`src/hw/rscl_pkg.sv`:
```
// Constants used by the reset strap latch; its LED driver uses none of them
package rscl_pkg;
   // Register byte offsets on the Wishbone slave
   localparam logic [7:0] OFS_STRAP = 8'h00;
   localparam logic [7:0] OFS_FIXED = 8'h04;
   localparam logic [7:0] OFS_CTRL = 8'h08;
   // Strap status field positions
   localparam int STRAP_SEL_A = 0;
   localparam int STRAP_SEL_B = 1;
   localparam int STRAP_SEL_C = 2;
   localparam int STRAP_CODE_LO = 3;
   localparam int STRAP_CODE_HI = 4;
   localparam int STRAP_DONE = 5;
   localparam int STRAP_FIX_EN = 6;
   // Control field positions and reset value
   localparam int CTRL_SPEED_EN = 0;
   localparam int CTRL_SUSP_EN = 1;
   localparam logic [1:0] CTRL_RESET = 2'h3;
   // Fixed-port code values
   localparam logic [1:0] CODE_NONE = 2'h0;
   localparam logic [1:0] CODE_P1 = 2'h1;
   localparam logic [1:0] CODE_P12 = 2'h2;
   localparam logic [1:0] CODE_P123 = 2'h3;
   // Reset values of latched straps and read data
   localparam logic STRAP_RESET = 1'b0;
   localparam logic [31:0] RDATA_RESET = 32'h0000_0000;
   // Strap capture phases after reset release
   typedef enum logic [1:0] {ST_SEL, ST_FIX, ST_RUN} rscl_phase_e;
endpackage : rscl_pkg

```
`src/hw/rscl_led_pol.sv`:
```
// Indicator pin driver with latched polarity and tristate hold
`timescale 1ns/1ps
module rscl_led_pol (
   // Clock and reset
   input wire logic clk,
   input wire logic resetn,
   // Control
   input wire logic drive,
   input wire logic enable,
   input wire logic active,
   input wire logic active_low,
   // Pin
   output logic pin_out,
   output logic pin_oe_n
);
   logic out_r;
   logic oe_n_r;

   // Inactive level follows polarity, so a disabled LED stays dark
   always_ff @(posedge clk or negedge resetn) begin
      if (!resetn) begin
         out_r <= 1'b0;
      end else begin
         out_r <= (enable & active) ^ active_low;
      end
   end

   // Pin stays released until the strap has been read
   always_ff @(posedge clk or negedge resetn) begin
      if (!resetn) begin
         oe_n_r <= 1'b1;
      end else begin
         oe_n_r <= ~drive;
      end
   end

   assign pin_out = out_r;
   assign pin_oe_n = oe_n_r;
endmodule : rscl_led_pol

```
`src/hw/rscl_strap_latch.sv`:
```
// Reset strap latch, fixed-port decode, LED polarity and Wishbone regs
//
// The placing of the registers and the Wishbone interface to the registers were left to the implementer.
`timescale 1ns/1ps
module rscl_strap_latch #(
   parameter bit PKG_HAS_FIXED_STRAP = 1'b1,
   parameter bit PKG_HAS_SEL_C = 1'b1,
   parameter int ADDR_W = 8
) (
   // Clock and reset
   input wire logic clk,
   input wire logic resetn,
   // Wishbone slave
   input wire logic wb_cyc_i,
   input wire logic wb_stb_i,
   input wire logic wb_we_i,
   input wire logic [ADDR_W-1:0] wb_adr_i,
   input wire logic [3:0] wb_sel_i,
   input wire logic [31:0] wb_dat_i,
   output logic [31:0] wb_dat_o,
   output logic wb_ack_o,
   // Serial clock pin, open drain
   input wire logic scl_in,
   output logic scl_out,
   output logic scl_oe_n,
   // Serial data pin, open drain
   input wire logic sda_in,
   output logic sda_out,
   output logic sda_oe_n,
   // Upstream speed LED pin
   input wire logic upstream_speed_led_in,
   output logic upstream_speed_led_out,
   output logic upstream_speed_led_oe_n,
   // Suspend LED pin
   input wire logic suspend_led_in,
   output logic suspend_led_out,
   output logic suspend_led_oe_n,
   // Third select strap input
   input wire logic method_select_bit_c,
   // Serial port engine side
   input wire logic ser_scl_pull_low,
   input wire logic ser_sda_pull_low,
   output logic ser_scl_level,
   output logic ser_sda_level,
   // Hub state and configuration
   input wire logic hs_link,
   input wire logic hub_active,
   input wire logic fixed_strap_cfg_en,
   output logic [2:0] method_code,
   output logic [3:1] fixed_ports,
   output logic straps_valid
);
   // Decoder reads the low address byte, so the bus needs eight bits
   if (ADDR_W < 8 || ADDR_W > 32) begin : g_bad_addr
      $error("rscl_strap_latch: ADDR_W must be 8 to 32");
   end

   function automatic logic [2:0] fixed_mask(input logic [1:0] code);
      case (code)
         rscl_pkg::CODE_NONE: fixed_mask = 3'h0;
         rscl_pkg::CODE_P1: fixed_mask = 3'h1;
         rscl_pkg::CODE_P12: fixed_mask = 3'h3;
         default: fixed_mask = 3'h7;
      endcase
   endfunction : fixed_mask

   rscl_pkg::rscl_phase_e phase_r;
   logic sel_a_r, sel_b_r, sel_c_r, fix_en_r;
   logic [1:0] fixed_port_code_r;
   logic [1:0] ctrl_r;
   logic [31:0] rdata_r;
   logic ack_r;
   logic scl_oe_n_r, sda_oe_n_r, scl_lvl_r, sda_lvl_r;
   logic [2:0] method_r;
   logic [3:1] fixed_ports_r;
   logic valid_r;
   logic run;
   logic req;

   assign run = (phase_r == rscl_pkg::ST_RUN);
   assign req = wb_cyc_i & wb_stb_i & ~ack_r;

   // Selects first, so the mapping outside can answer before fixed straps
   always_ff @(posedge clk or negedge resetn) begin
      if (!resetn) begin
         phase_r <= rscl_pkg::ST_SEL;
      end else begin
         case (phase_r)
            rscl_pkg::ST_SEL: phase_r <= rscl_pkg::ST_FIX;
            rscl_pkg::ST_FIX: phase_r <= rscl_pkg::ST_RUN;
            rscl_pkg::ST_RUN: phase_r <= rscl_pkg::ST_RUN;
            default: phase_r <= rscl_pkg::ST_SEL;
         endcase
      end
   end

   // Select straps, caught at the first edge after release
   always_ff @(posedge clk or negedge resetn) begin
      if (!resetn) begin
         sel_a_r <= rscl_pkg::STRAP_RESET;
         sel_b_r <= rscl_pkg::STRAP_RESET;
         sel_c_r <= rscl_pkg::STRAP_RESET;
      end else if (phase_r == rscl_pkg::ST_SEL) begin
         sel_a_r <= scl_in;
         sel_b_r <= upstream_speed_led_in;
         sel_c_r <= PKG_HAS_SEL_C & method_select_bit_c;
      end
   end

   // Fixed-port straps, gated by package and configuration
   always_ff @(posedge clk or negedge resetn) begin
      if (!resetn) begin
         fixed_port_code_r <= rscl_pkg::CODE_NONE;
         fix_en_r <= rscl_pkg::STRAP_RESET;
      end else if (phase_r == rscl_pkg::ST_FIX) begin
         fix_en_r <= PKG_HAS_FIXED_STRAP & fixed_strap_cfg_en;
         if (PKG_HAS_FIXED_STRAP && fixed_strap_cfg_en) begin
            fixed_port_code_r <= {sda_in, suspend_led_in};
         end
      end
   end

   // Outputs registered from the latched straps, steady from straps_valid to the next reset
   always_ff @(posedge clk or negedge resetn) begin
      if (!resetn) begin
         method_r <= 3'h0;
         fixed_ports_r <= 3'h0;
         valid_r <= 1'b0;
      end else begin
         method_r <= {sel_c_r, sel_b_r, sel_a_r};
         fixed_ports_r <= fixed_mask(fixed_port_code_r);
         valid_r <= run;
      end
   end

   // Serial port pins, released until the straps are read
   always_ff @(posedge clk or negedge resetn) begin
      if (!resetn) begin
         scl_oe_n_r <= 1'b1;
         sda_oe_n_r <= 1'b1;
         scl_lvl_r <= 1'b1;
         sda_lvl_r <= 1'b1;
      end else begin
         scl_oe_n_r <= ~(run & ser_scl_pull_low);
         sda_oe_n_r <= ~(run & ser_sda_pull_low);
         scl_lvl_r <= scl_in;
         sda_lvl_r <= sda_in;
      end
   end

   // Control register
   always_ff @(posedge clk or negedge resetn) begin
      if (!resetn) begin
         ctrl_r <= rscl_pkg::CTRL_RESET;
      end else if (req && wb_we_i && wb_sel_i[0] &&
                   wb_adr_i[7:0] == rscl_pkg::OFS_CTRL) begin
         ctrl_r <= wb_dat_i[1:0];
      end
   end

   // Answer every access one cycle later; unmapped reads return zero
   always_ff @(posedge clk or negedge resetn) begin
      if (!resetn) begin
         ack_r <= 1'b0;
         rdata_r <= rscl_pkg::RDATA_RESET;
      end else begin
         ack_r <= req;
         rdata_r <= rscl_pkg::RDATA_RESET;
         if (req && !wb_we_i) begin
            case (wb_adr_i[7:0])
               rscl_pkg::OFS_STRAP: begin
                  rdata_r[rscl_pkg::STRAP_SEL_A] <= sel_a_r;
                  rdata_r[rscl_pkg::STRAP_SEL_B] <= sel_b_r;
                  rdata_r[rscl_pkg::STRAP_SEL_C] <= sel_c_r;
                  rdata_r[rscl_pkg::STRAP_CODE_LO] <= fixed_port_code_r[0];
                  rdata_r[rscl_pkg::STRAP_CODE_HI] <= fixed_port_code_r[1];
                  rdata_r[rscl_pkg::STRAP_DONE] <= run;
                  rdata_r[rscl_pkg::STRAP_FIX_EN] <= fix_en_r;
               end
               rscl_pkg::OFS_FIXED: begin
                  rdata_r[3:1] <= fixed_mask(fixed_port_code_r);
               end
               rscl_pkg::OFS_CTRL: rdata_r[1:0] <= ctrl_r;
               default: rdata_r <= rscl_pkg::RDATA_RESET;
            endcase
         end
      end
   end

   // Speed LED: asserted at high speed, polarity from select b
   rscl_led_pol u_speed_led (
      .clk(clk),
      .resetn(resetn),
      .drive(run),
      .enable(ctrl_r[rscl_pkg::CTRL_SPEED_EN]),
      .active(hs_link),
      .active_low(sel_b_r),
      .pin_out(upstream_speed_led_out),
      .pin_oe_n(upstream_speed_led_oe_n)
   );

   // Suspend LED: polarity from low bit of the fixed-port code
   rscl_led_pol u_susp_led (
      .clk(clk),
      .resetn(resetn),
      .drive(run),
      .enable(ctrl_r[rscl_pkg::CTRL_SUSP_EN]),
      .active(hub_active),
      .active_low(fixed_port_code_r[0]),
      .pin_out(suspend_led_out),
      .pin_oe_n(suspend_led_oe_n)
   );

   assign wb_dat_o = rdata_r;
   assign wb_ack_o = ack_r;
   assign scl_out = 1'b0;
   assign sda_out = 1'b0;
   assign scl_oe_n = scl_oe_n_r;
   assign sda_oe_n = sda_oe_n_r;
   assign ser_scl_level = scl_lvl_r;
   assign ser_sda_level = sda_lvl_r;
   assign method_code = method_r;
   assign fixed_ports = fixed_ports_r;
   assign straps_valid = valid_r;
endmodule : rscl_strap_latch

```
`config.mk`:
```
export PLATFORM = sky130hd
export DESIGN_NAME = rscl_strap_latch
export DESIGN_NICKNAME = d
export VERILOG_FILES = /design/src/hw/rscl_pkg.sv /design/src/hw/rscl_led_pol.sv /design/src/hw/rscl_strap_latch.sv
export SDC_FILE = /design/constraint.sdc
export NUM_CORES = 1
export LEC_CHECK = 0
export ABC_AREA = 0
export BUFFER_PORTS_ARGS = -buffer_cell sky130_fd_sc_hd__buf_2
export CORE_MARGIN = 2
export CORE_UTILIZATION = 25
export DETAILED_ROUTE_END_ITERATION = 10
export PLACE_DENSITY_LB_ADDON = 0.25
export RECOVER_POWER = 50
export SLEW_MARGIN = 0
export SYNTH_ARGS = -nofsm -noshare
export SYNTH_HDL_FRONTEND = slang
export SYNTH_SLANG_ARGS = --single-unit
```
`constraint.sdc`:
```
create_clock -name clk -period 2.1 [get_ports clk]
set_clock_uncertainty 0.1 [all_clocks]
set_input_delay 0.315 -clock clk [delete_from_list [all_inputs] [get_ports clk]]
set_output_delay 0.315 -clock clk [all_outputs]
set_load 0.02 [all_outputs]
```
# Word level (Yosys, flattened, before mapping)
# Index checks and enable logic that the tools add are counted.
[classes]
n_eq_ne = 6
n_reduce_logical = 10
bitwise = 12
n_mux = 7
[op_table]
columns = ["operator", "n"]
rows = [
  ["3-bit case mux with 3 select lines", 1],
  ["8-bit by 3-bit == test with 1-bit output, second input constant", 1],
  ["8-bit by 4-bit == test with 1-bit output, second input constant", 1],
  ["8-bit zero test", 1],
  ["2-bit case mux with 2 select lines", 2],
  ["7-bit two-way mux", 1],
  ["1-bit AND", 6],
  ["2-bit by 1-bit == test with 1-bit output, second input constant", 2],
  ["2-bit == test, second input constant", 2],
  ["1-bit logical AND", 4],
  ["2-bit zero test", 2],
  ["1-bit NOT", 4],
  ["3-bit two-way mux", 1],
  ["1-bit case mux with 3 select lines", 1],
  ["1-bit case mux with 2 select lines", 1],
  ["2-bit AND reduction", 1],
  ["2-bit OR reduction", 1],
  ["1-bit bitwise XOR", 2],
  ["1-bit zero test", 1],
]
[word_totals]
elab_cells = 54
register_bits = 57
out_inout_bits = 50

# Longest topological paths before layout
# Gate-level depths: netlist of run 1.
[depth]
depth_word = 5
mapped_depth = 4
ltp_nobuf = 4

# Cells and area by module
# Synthesis of run 1 repeated with hierarchy kept, for this count alone.
[hier_totals]
hier_cells = 111
hier_area_um2 = 1435.1
[modules_own_cells]
columns = ["module", "n_inst", "seq_area_each_um2", "cells_each", "area_per_inst_um2"]
rows = [
  ["rscl_strap_latch", 1, 733.2, 101, 1300.0],
  ["rscl_led_pol", 2, 51.3, 5, 67.6],
]

# Least setup slack after synthesis of run 1
# No wires, ideal clock.
[synth_path]
kind = "flip-flop to flip-flop"
startpoint = "register ack_r, in the netlist wb_ack_o"
endpoint = "register rdata_r[4], in the netlist wb_dat_o[4]"
n_path_buf = 0
arrival_time_ns = 1.116
stages_incl_launch_ff = 4
path_slack_ns = 0.789
setup_time_ns = 0.095
synth_period_minus_slack_ns = 1.311
cell_sequence = "dfrtp_1 and3b_1 nand4b_2 nor4b_2"
[synth_between]
elab_chain_cells = 4
[synth_rtl]
columns = ["item", "line", "text"]
rows = [
  ["from (decl)", "rscl_strap_latch.sv:72", "logic ack_r;"],
  ["from (signal assigned)", "rscl_strap_latch.sv:167", "ack_r <= req;"],
  ["1-bit NOT", "rscl_strap_latch.sv:81", "assign req = wb_cyc_i & wb_stb_i & ~ack_r;"],
  ["1-bit AND", "rscl_strap_latch.sv:81", ""],
  ["net req", "rscl_strap_latch.sv:78", "logic req;"],
  ["1-bit logical AND", "rscl_strap_latch.sv:169", "if (req && !wb_we_i) begin"],
  ["7-bit two-way mux", "rscl_strap_latch.sv:169", ""],
  ["to (signal assigned)", "rscl_strap_latch.sv:168", "rdata_r <= rscl_pkg::RDATA_RESET;"],
  ["to (signal, indexed assignment)", "rscl_strap_latch.sv:172", "rdata_r[rscl_pkg::STRAP_SEL_A] <= sel_a_r;"],
  ["to (signal, indexed assignment)", "rscl_strap_latch.sv:173", "rdata_r[rscl_pkg::STRAP_SEL_B] <= sel_b_r;"],
  ["to (decl)", "rscl_strap_latch.sv:71", "logic [31:0] rdata_r;"],
]
# The timed path passes the listed nets, and every way through them passes these cells.
# A chain may end at the register's enable or synchronous reset.

# Worst setup path in the final report of run 1
[layout_path]
startpoint = "register u_susp_led.oe_n_r, in the netlist u_susp_led.pin_oe_n"
endpoint = "output suspend_led_oe_n"
[layout_rtl]
columns = ["item", "line", "text"]
rows = [
  ["from (decl)", "rscl_led_pol.sv:17", "logic oe_n_r;"],
  ["from (signal assigned)", "rscl_led_pol.sv:33", "oe_n_r <= ~drive;"],
  ["to (decl)", "rscl_strap_latch.sv:37", "output logic suspend_led_oe_n,"],
]
# No word-level cell between the ends.

==> impl_metrics.ini, run 1 <==
[sta]
hold_viol = 25
relSlewSlack_pct = 53.74
tightest_slew_ps = 693.8
finalSetupViolations = 0
slew_violations = 0
worst_hold_slack_ps = -24.45
tns_ps = 0
fin_crit_sh_pct = 64.75
fin_crit_ps = 1360
fmax_ghz = 0.7354
grt_setup_unrepaired = false

[global_routing]
grt_max_degree = 33
gr-total-overflow = 0
grt_pass1_vias = 800
track_usage_pct = 7.869
antenna_found_initial = 0
grt_pass1_wl_um = 3677

[worst_setup_path]
r2r-end = wb_dat_o[4]
crit_start = u_susp_led.pin_oe_n
timing.rr.start = wb_ack_o
reg2reg_depth = 3
worstPathArrival_ps = 940
cp.required_ps = 1680
cpPeakStageDelay_ps = 520
critPathKind = reg -> out
cp_max_fo = 2
start_kind = flop
cp_top_family = flip-flops
crit_slowest_cell = dfstp_2
regToRegSetupSlack_ps = 760
worstPathCellList = buf_2
critPathBufInv = 1
crit_path_end_kind = primary output

[synthesis]
syn_avg_cell_area_um2 = 12.77
syn_inst = 110
synth_cell_types = 26
ys_ff_latch = 32
synth.yosys.warnings = 0
yosysSeqAreaShare_pct = 57.61
syn-cell-area_mm2 = 0.001405

[floorplan]
rows = 27
io_pins = 109
core_mm2 = 0.005473
die_area_mm2 = 0.006236
die_y_um = 78.97
initial_core_util_pct = 25.67
die_w_um = 78.97

[clock_tree]
clk_latency_ps = 280
clock_path_buffers = 2
clk_pin_slew_ps = 60
cts_setup_buffers = 0
cts_root_buf = clkbuf_8
cts_tree = yes
numCtsBuffers = 5
cts_resized = 0
htree_levels = 2
hold_buffers = 0
cts.sink_count = 32

[pwr]
clockPowerShare_pct = 35.8
p_int_uw = 911.9
seqPwrFrac_pct = 53.1
p_leak_nw = 0.8933
switching_power_uw = 307.9
p_per_area_mw_per_mm2 = 726.4
p_comb_share_pct = 11.1
switching_share_pct = 25.24
worst_ir_drop_vdd_v = 0.0002049

[placement]
dp_hpwl_um = 1837
io_buffers = 48
dp.cells = 225
routabilityCongestion = 0.7231
place_area_mm2 = 0.001600

[outcome]
status = finished, violations left
violations = hold timing

[layout]
fin_area_mm2 = 0.001679
stdcell_count = 233
fillers = 579
multi_input_area_um2 = 437.9
area_growth_pct = 19.50
final_nets = 223
layout.area.seq_um2 = 809.5
drive_above_1_share_pct = 42.86
diodes = 0

[route]
wl_per_cell_um = 10.34
postRouteAntennaNets = 0
wirelength_um = 2409
num_vias = 865
route.detailed.drc = 0
drt-initial-drc-count = 13
vias_per_cell = 3.712
drtPass1Iterations = 2

[min_path]
hold_class = in -> async

[job]
drv_cap = 0
==> worst max-delay path by stage <==
stage	to	slack (ps)	cells past startpoint
after global placement	wb_dat_o[4]	620	4
after global routing	wb_dat_o[4]	640	3
after detailed placement	wb_dat_o[4]	620	4
after floorplan	wb_dat_o[4]	790	3
final	suspend_led_oe_n	740	1
after CTS	upstream_speed_led_oe_n	720	1
==> cells by family after synthesis <==
group	share of synthesized area [%]
adders and majority gates	3.562
other	0.2669
xor gates and xnor gates	1.247
muxes	7.035
and+or+nand+nor	10.33
buffers and inverters	18.17
AOI/OAI and AO/OA	1.781
DFF	57.61
==> cells in the mapped netlist, drive strengths merged <==
cell / number / area (um^2)
o21ai: 2 / 10.01
nand2: 5 / 18.77
clkbuf: 1 / 3.750
ha: 4 / 50.05
dfstp: 7 / 183.9
and4b: 1 / 10.01
nor4: 3 / 33.78
conb: 1 / 3.750
mux2: 7 / 78.83
a21oi: 1 / 5.000
nand4b: 1 / 15.01
xnor2: 2 / 17.52
nor3: 3 / 15.01
nor4b: 1 / 15.01
dfrtp: 25 / 625.6
nor2: 3 / 11.26
inv: 6 / 22.52
nand3: 1 / 5.000
a211o: 1 / 10.01
buf: 30 / 229.0
nand4: 1 / 6.260
and3b: 1 / 8.760
and2: 1 / 6.260
mux2i: 2 / 20.02
==> stage by stage <==
step	setup slack (ps)	util, %	power [mW]
6_report	740.2	30.68	1.220
3_3_place_gp	620.4	29.24	0.7961
5_1_grt	642.4	30.68	1.292
2_1_floorplan	788.8	-	0.7828
3_5_place_dp	616.0	29.24	0.7969
4_1_cts	721.8	30.70	1.247
==> power by group through the flow <==
stage / Clock (mW) / Sequential (mW) / Combinational [mW]
after CTS: 0.460 / 0.649 / 0.138
after floorplan: 0 / 0.675 / 0.108
after global routing: 0.493 / 0.650 / 0.148
after detailed placement: 0 / 0.660 / 0.137
final: 0.436 / 0.648 / 0.135
after global placement: 0 / 0.659 / 0.137
==> state kept, by name (all words and copies together), names as in the netlist <==
signal / cells
ser_sda_level: 1
fixed_port_code_r: 2
ser_scl_level: 1
method_code: 3
u_susp_led.pin_oe_n: 1
wb_dat_o: 7
phase_r: 2
sel_a_r: 1
straps_valid: 1
scl_oe_n: 1
u_susp_led.pin_out: 1
sel_b_r: 1
sda_oe_n: 1
ctrl_r: 2
u_speed_led.pin_out: 1
fixed_ports: 3
sel_c_r: 1
fix_en_r: 1
wb_ack_o: 1
==> cells in the final DEF (no fill, tap or decap), types with 3 or more instances in the layout <==
master and n:
buf_2 47, clkbuf_1 4, clkbuf_8 5, conb_1 27, dfrtp_1 25, dfstp_2 6
ha_1 4, inv_1 6, mux2_2 7, nand2_1 5, nor2_1 3, nor3_1 3
==> routing by layer <==
| layer | part of all wire [%] | up-vias | global-route usage [%] |
|---|---|---|---|
| met1 | 38 | 410 | 8.758 |
| met3 | 11 | 8 | 3.409 |
| met5 | 0 | - | 0 |
| met4 | 2.3 | 0 | 4.655 |
| met2 | 48 | 48 | 12.46 |
| li1 | - | 399 | - |
==> layout make-up <==
class                   count  share of cell area, %
flip-flops and latches     32                  48.21
multi-input cells          67                  26.08
repair buffers             48                  14.23
well taps                  72                  5.365
clock buffers               8                  4.769
inverters                   6                  1.341
Power figures use the tool's default switching activity.
==> run 2: changes to the inputs <==
==> constraint.sdc (replaced) <==
create_clock -name clk -period 1.25 [get_ports clk]
set_clock_uncertainty 0.1 [all_clocks]
set_input_delay 0.1875 -clock clk [delete_from_list [all_inputs] [get_ports clk]]
set_output_delay 0.1875 -clock clk [all_outputs]
set_load 0.02 [all_outputs]
==> impl_metrics.ini, run 2 (synthesis gave the netlist of run 1 again) <==
[route]
postRouteAntennaNets = 0
route.detailed.drc = 0
wl_per_cell_um = 10.41
wirelength_um = 2572
num_vias = 924
drtPass1Iterations = 2
drt-initial-drc-count = 20
vias_per_cell = 3.741

[pwr]
worst_ir_drop_vdd_v = 0.0004040
p_total_mw = 2.151
p_per_area_mw_per_mm2 = 1129
p_leak_nw = 0.9942

[min_path]
min_from = wb_dat_i[1]
holdPathStages = 2
min_to = ctrl_r[1]
hold_class = in -> reg

[sta]
fin_ws_ps = -23.80
fin_crit_sh_pct = 101.9
finalSetupViolations = 3
grt_setup_unrepaired = true
slew_violations = 0
hold_viol = 0
relSlewSlack_pct = 54.66
fin_crit_ps = 1274
tightest_slew_ps = 680.1
fmax_ghz = 0.7851

[floorplan]
core_mm2 = 0.005473
initial_core_util_pct = 25.67
die_w_um = 78.97
io_pins = 109
die_area_mm2 = 0.006236
rows = 27
die_y_um = 78.97

[global_routing]
grt_max_degree = 23
antenna_found_initial = 0
track_usage_pct = 8.488
gr-total-overflow = 0
grt_pass1_vias = 860
grt_pass1_wl_um = 3939

[outcome]
status = finished, violations left
violations = setup timing

[layout]
layout.area.seq_um2 = 809.5
final_cell_mix = buf_2, conb_1, dfrtp_1, buf_4, dfstp_2
final_common_cell = buf_2
fillers = 558
final_nets = 237
drive_above_1_share_pct = 48.00
diodes = 0
area_growth_pct = 35.62
stdcell_count = 247
largest_reg_flops = 7
multi_input_area_um2 = 509.2
utilization_pct = 34.82

[worst_setup_path]
critPathKind = reg -> reg
start_kind = flop
worstPathArrival_ps = 1380
crit_slowest_cell = dfrtp_1
regToRegSetupSlack_ps = -20
r2r-end = ctrl_r[1]
cp_max_fo = 3
cpPeakStageDelay_ps = 370
reg2reg_depth = 3
timing.rr.start = wb_ack_o
crit_path_end_kind = flop
worstPathCellList = and3b_2 -> nand4_1 -> mux2_2
cp_top_family = simple AND/OR/NAND/NOR gates
critPathBufInv = 0
cp.required_ps = 1360

[clock_tree]
cts_root_buf = clkbuf_8
cts_setup_buffers = 0
numCtsBuffers = 5
htree_levels = 2
cts.sink_count = 32
clk_latency_ps = 280
clk_pin_slew_ps = 60
clock_path_buffers = 2
cts_tree = yes

[placement]
dp.cells = 234
routabilityCongestion = 0.7352
dp_hpwl_um = 1911
io_buffers = 48
place_ws_ps = -96.35

[job]
drv_cap = 0
-- run 2: report_power, final --
part           switching (mW)  leakage, nW  internal (mW)
Sequential             0.0104        0.386           1.07
Clock                   0.346       0.0455          0.448
Combinational           0.179        0.563         0.0939
-- run 2: final cells by class --
| class | count | area share [%] |
|---|---|---|
| repair buffers | 62 | 20.16 |
| well taps | 72 | 4.728 |
| inverters | 6 | 1.182 |
| clock buffers | 8 | 4.728 |
| multi-input cells | 67 | 26.72 |
| flip-flops and latches | 32 | 42.48 |
-- run 2: worst max path at each step --
| stage | from | end | depth (start not counted) |
|---|---|---|---|
| after floorplan | wb_ack_o | wb_dat_o[4] | 3 |
| after global placement | wb_adr_i[1] | wb_dat_o[4] | 4 |
| after detailed placement | wb_adr_i[1] | wb_dat_o[4] | 4 |
| after CTS | wb_ack_o | ctrl_r[1] | 3 |
| after global routing | wb_ack_o | wb_dat_o[4] | 3 |
| final | wb_ack_o | ctrl_r[1] | 3 |
-- run 2: through the flow --
step	setup TNS, ps	hold WS, ps	instance area [um^2]
after floorplan	-249.1	-208.1	1503
after global placement	-490.3	-12.97	1680
after detailed placement	-642.7	-12.71	1680
after CTS	-105.4	31.79	1853
after global routing	-745.6	33.18	1906
final	-46.96	43.64	1906
-- run 2: per-layer routing --
layer,share of wire [%],track usage [%],up-vias
met4,1.5,3.621,0
met3,11,3.977,6
met2,49,13.56,48
met5,0,0,-
li1,-,-,433
met1,38,9.735,437
-- run 2: repair_timing --
item,CTS,global route
endpoints found under the setup margin,16,16
gates resized for setup,10,13
pin swaps,0,2
hold buffers,5,0
hold endpoints to repair,32,0
==> run 3: changes to the inputs <==
--- a/config.mk
+++ b/config.mk
@@ -5,8 +5,9 @@
 export SDC_FILE = /design/constraint.sdc
 export NUM_CORES = 1
 export LEC_CHECK = 0
-export ABC_AREA = 0
+export ABC_AREA = 1
 export BUFFER_PORTS_ARGS = -buffer_cell sky130_fd_sc_hd__buf_2
+export CORE_ASPECT_RATIO = 1.4
 export CORE_MARGIN = 2
 export CORE_UTILIZATION = 25
 export DETAILED_ROUTE_END_ITERATION = 10
==> impl_metrics.ini, run 3 <==
[synthesis]
ys_ff_latch = 32
syn_inst = 142
synthTopCellsByCount = buf_4, dfrtp_1, nand2_1
synth-main-ff-cell = dfrtp_1
synth-async-reset-ratio_pct = 100.0
yosysMostFrequentCell = buf_4
yosysTopAreaCell = dfrtp_1
syn-cell-area_mm2 = 0.001479
synth_cell_types = 22
synth.yosys.warnings = 0
syn_avg_cell_area_um2 = 10.41
yosysSeqAreaShare_pct = 54.74
synth-edff-count = 0
synth_area_leaders = dfrtp_1, buf_4, dfstp_2
synth_top_area_share_pct = 42.30

[pwr]
p_comb_share_pct = 12.1
p_int_mw = 1.589
seqPwrFrac_pct = 50.8
switching_power_uw = 552.2
p_leak_nw = 0.9844
worst_ir_drop_vdd_v = 0.0004376
clockPowerShare_pct = 37.2
p_total_mw = 2.141
switching_share_pct = 25.79
p_per_area_mw_per_mm2 = 1128

[min_path]
hold_class = in -> reg

[route]
wirelength_um = 2605
wl_per_cell_um = 9.473
drtPass1Iterations = 4
drt-initial-drc-count = 14
vias_per_cell = 3.615
num_vias = 994
postRouteAntennaNets = 0
route.detailed.drc = 0

[worst_setup_path]
cp_max_fo = 2
crit_path_end = suspend_led_oe_n
critPathKind = reg -> out
crit_path_end_kind = primary output
start_kind = flop
crit_start = u_susp_led.pin_oe_n
cp.required_ps = 960
crit_slowest_cell = dfstp_2
regToRegSetupSlack_ps = 20
worstPathArrival_ps = 950
cp_top_family = flip-flops
timing.rr.start = phase_r[1]
critPathBufInv = 1
r2r-end = sel_a_r
path_depth = 1
worstPathCellList = buf_4
cpPeakStageDelay_ps = 530
reg2reg_depth = 3

[sta]
fmax_ghz = 0.8066
hold_viol = 0
fin_crit_ps = 1240
fin_crit_sh_pct = 99.19
finalSetupViolations = 0
grt_setup_unrepaired = true
tns_ps = 0
slew_violations = 0

[job]
drv_cap = 0

[global_routing]
antenna_found_initial = 0
gr-total-overflow = 0
grt_pass1_wl_um = 4243
track_usage_pct = 8.448
grt_max_degree = 17
grt_pass1_vias = 980

[layout]
largest_reg_flops = 7
final_nets = 267
multi_input_area_um2 = 504.2
final_cell_mix = buf_2, conb_1, dfrtp_1, nand2_1, inv_1
drive_above_1_share_pct = 43.41
diodes = 0
stdcell_count = 275
fillers = 620
area_growth_pct = 28.34
layout.area.seq_um2 = 809.5
final_common_cell = buf_2

[floorplan]
die_y_um = 95.01
die_w_um = 69.01
rows = 33
io_pins = 109
initial_core_util_pct = 25.58
die_area_mm2 = 0.006556
core_mm2 = 0.005781

[outcome]
status = finished, final reports clean

[placement]
dp_hpwl_um = 2145
routabilityCongestion = 0.7283
io_buffers = 48
dp.cells = 262

[clock_tree]
clock_path_buffers = 2
cts_root_buf = clkbuf_8
numCtsBuffers = 5
htree_levels = 2
clk_latency_ps = 280
cts_tree = yes
clk_pin_slew_ps = 70
cts_setup_buffers = 0
cts.sink_count = 32
-- run 3: what timing repair did --
action / in CTS / in global routing
setup endpoints to repair: 8 / 10
hold buffers: 5 / 0
pin swaps: 1 / 0
gates resized for setup: 8 / 6
hold endpoints to repair: 18 / 0
-- run 3: cells by family (layout without fill, tap and decap cells) --
family                   after synthesis  count (layout)  share of synthesized area (%)
AO/OA/AOI/OAI                          7               7                          3.131
XOR/XNOR                               2               2                          1.185
adder cells (fa/ha/maj)                4               4                          3.384
buffers and inverters                 46              83                          18.78
flip-flops                            32              32                          54.74
multiplexers                           2               2                          1.523
other                                  1              27                         0.2536
AND/OR/NAND/NOR                       48              48                          17.00
-- run 3: worst min path at each step --
stage | start | endpoint | slack (ps) | cells after the start
after floorplan | resetn | fix_en_r | -210 | 0
after global placement | resetn | wb_dat_o[6] | 10 | 1
after detailed placement | resetn | wb_dat_o[5] | 10 | 1
after CTS | wb_dat_i[0] | ctrl_r[0] | 20 | 3
after global routing | method_select_bit_c | sel_c_r | 20 | 2
final | wb_dat_i[0] | ctrl_r[0] | 30 | 3
-- run 3: final cells by class --
cell class | count | area share, %
sequential | 32 | 42.65
clock buffer | 6 | 4.351
timing repair buffer | 58 | 17.93
tap | 70 | 4.614
clock inverter | 2 | 0.5274
multi-input combinational | 90 | 26.57
inverter | 17 | 3.362
-- run 3: metrics by stage --
step           setup slack [ps]  util, %  area, um^2  hold slack, ps
3_5_place_dp             -17.37    29.89        1728           12.73
2_1_floorplan             45.86        -        1577          -208.1
4_1_cts                  -9.467    32.84        1898           16.53
6_report                  10.17    32.84        1898           25.77
3_3_place_gp             -13.12    29.89        1728           13.04
5_1_grt                  -30.10    32.84        1898           21.63
-- run 3: power by group through the flow --
stage               clock [mW]  combinational, mW  sequential, mW
detailed placement           0              0.249            1.11
CTS                      0.827              0.264            1.09
finish                   0.796              0.259            1.09
floorplan                    0              0.182            1.13
global placement             0              0.246            1.10
global route             0.867              0.286            1.09
-- run 3: metal layers --
layer	global-route usage, %	vias to the layer above	routed length, um
li1	-	498	-
met1	7.181	447	860
met2	16.19	44	1445
met3	3.308	5	243
met4	5.392	0	56
met5	0	-	0
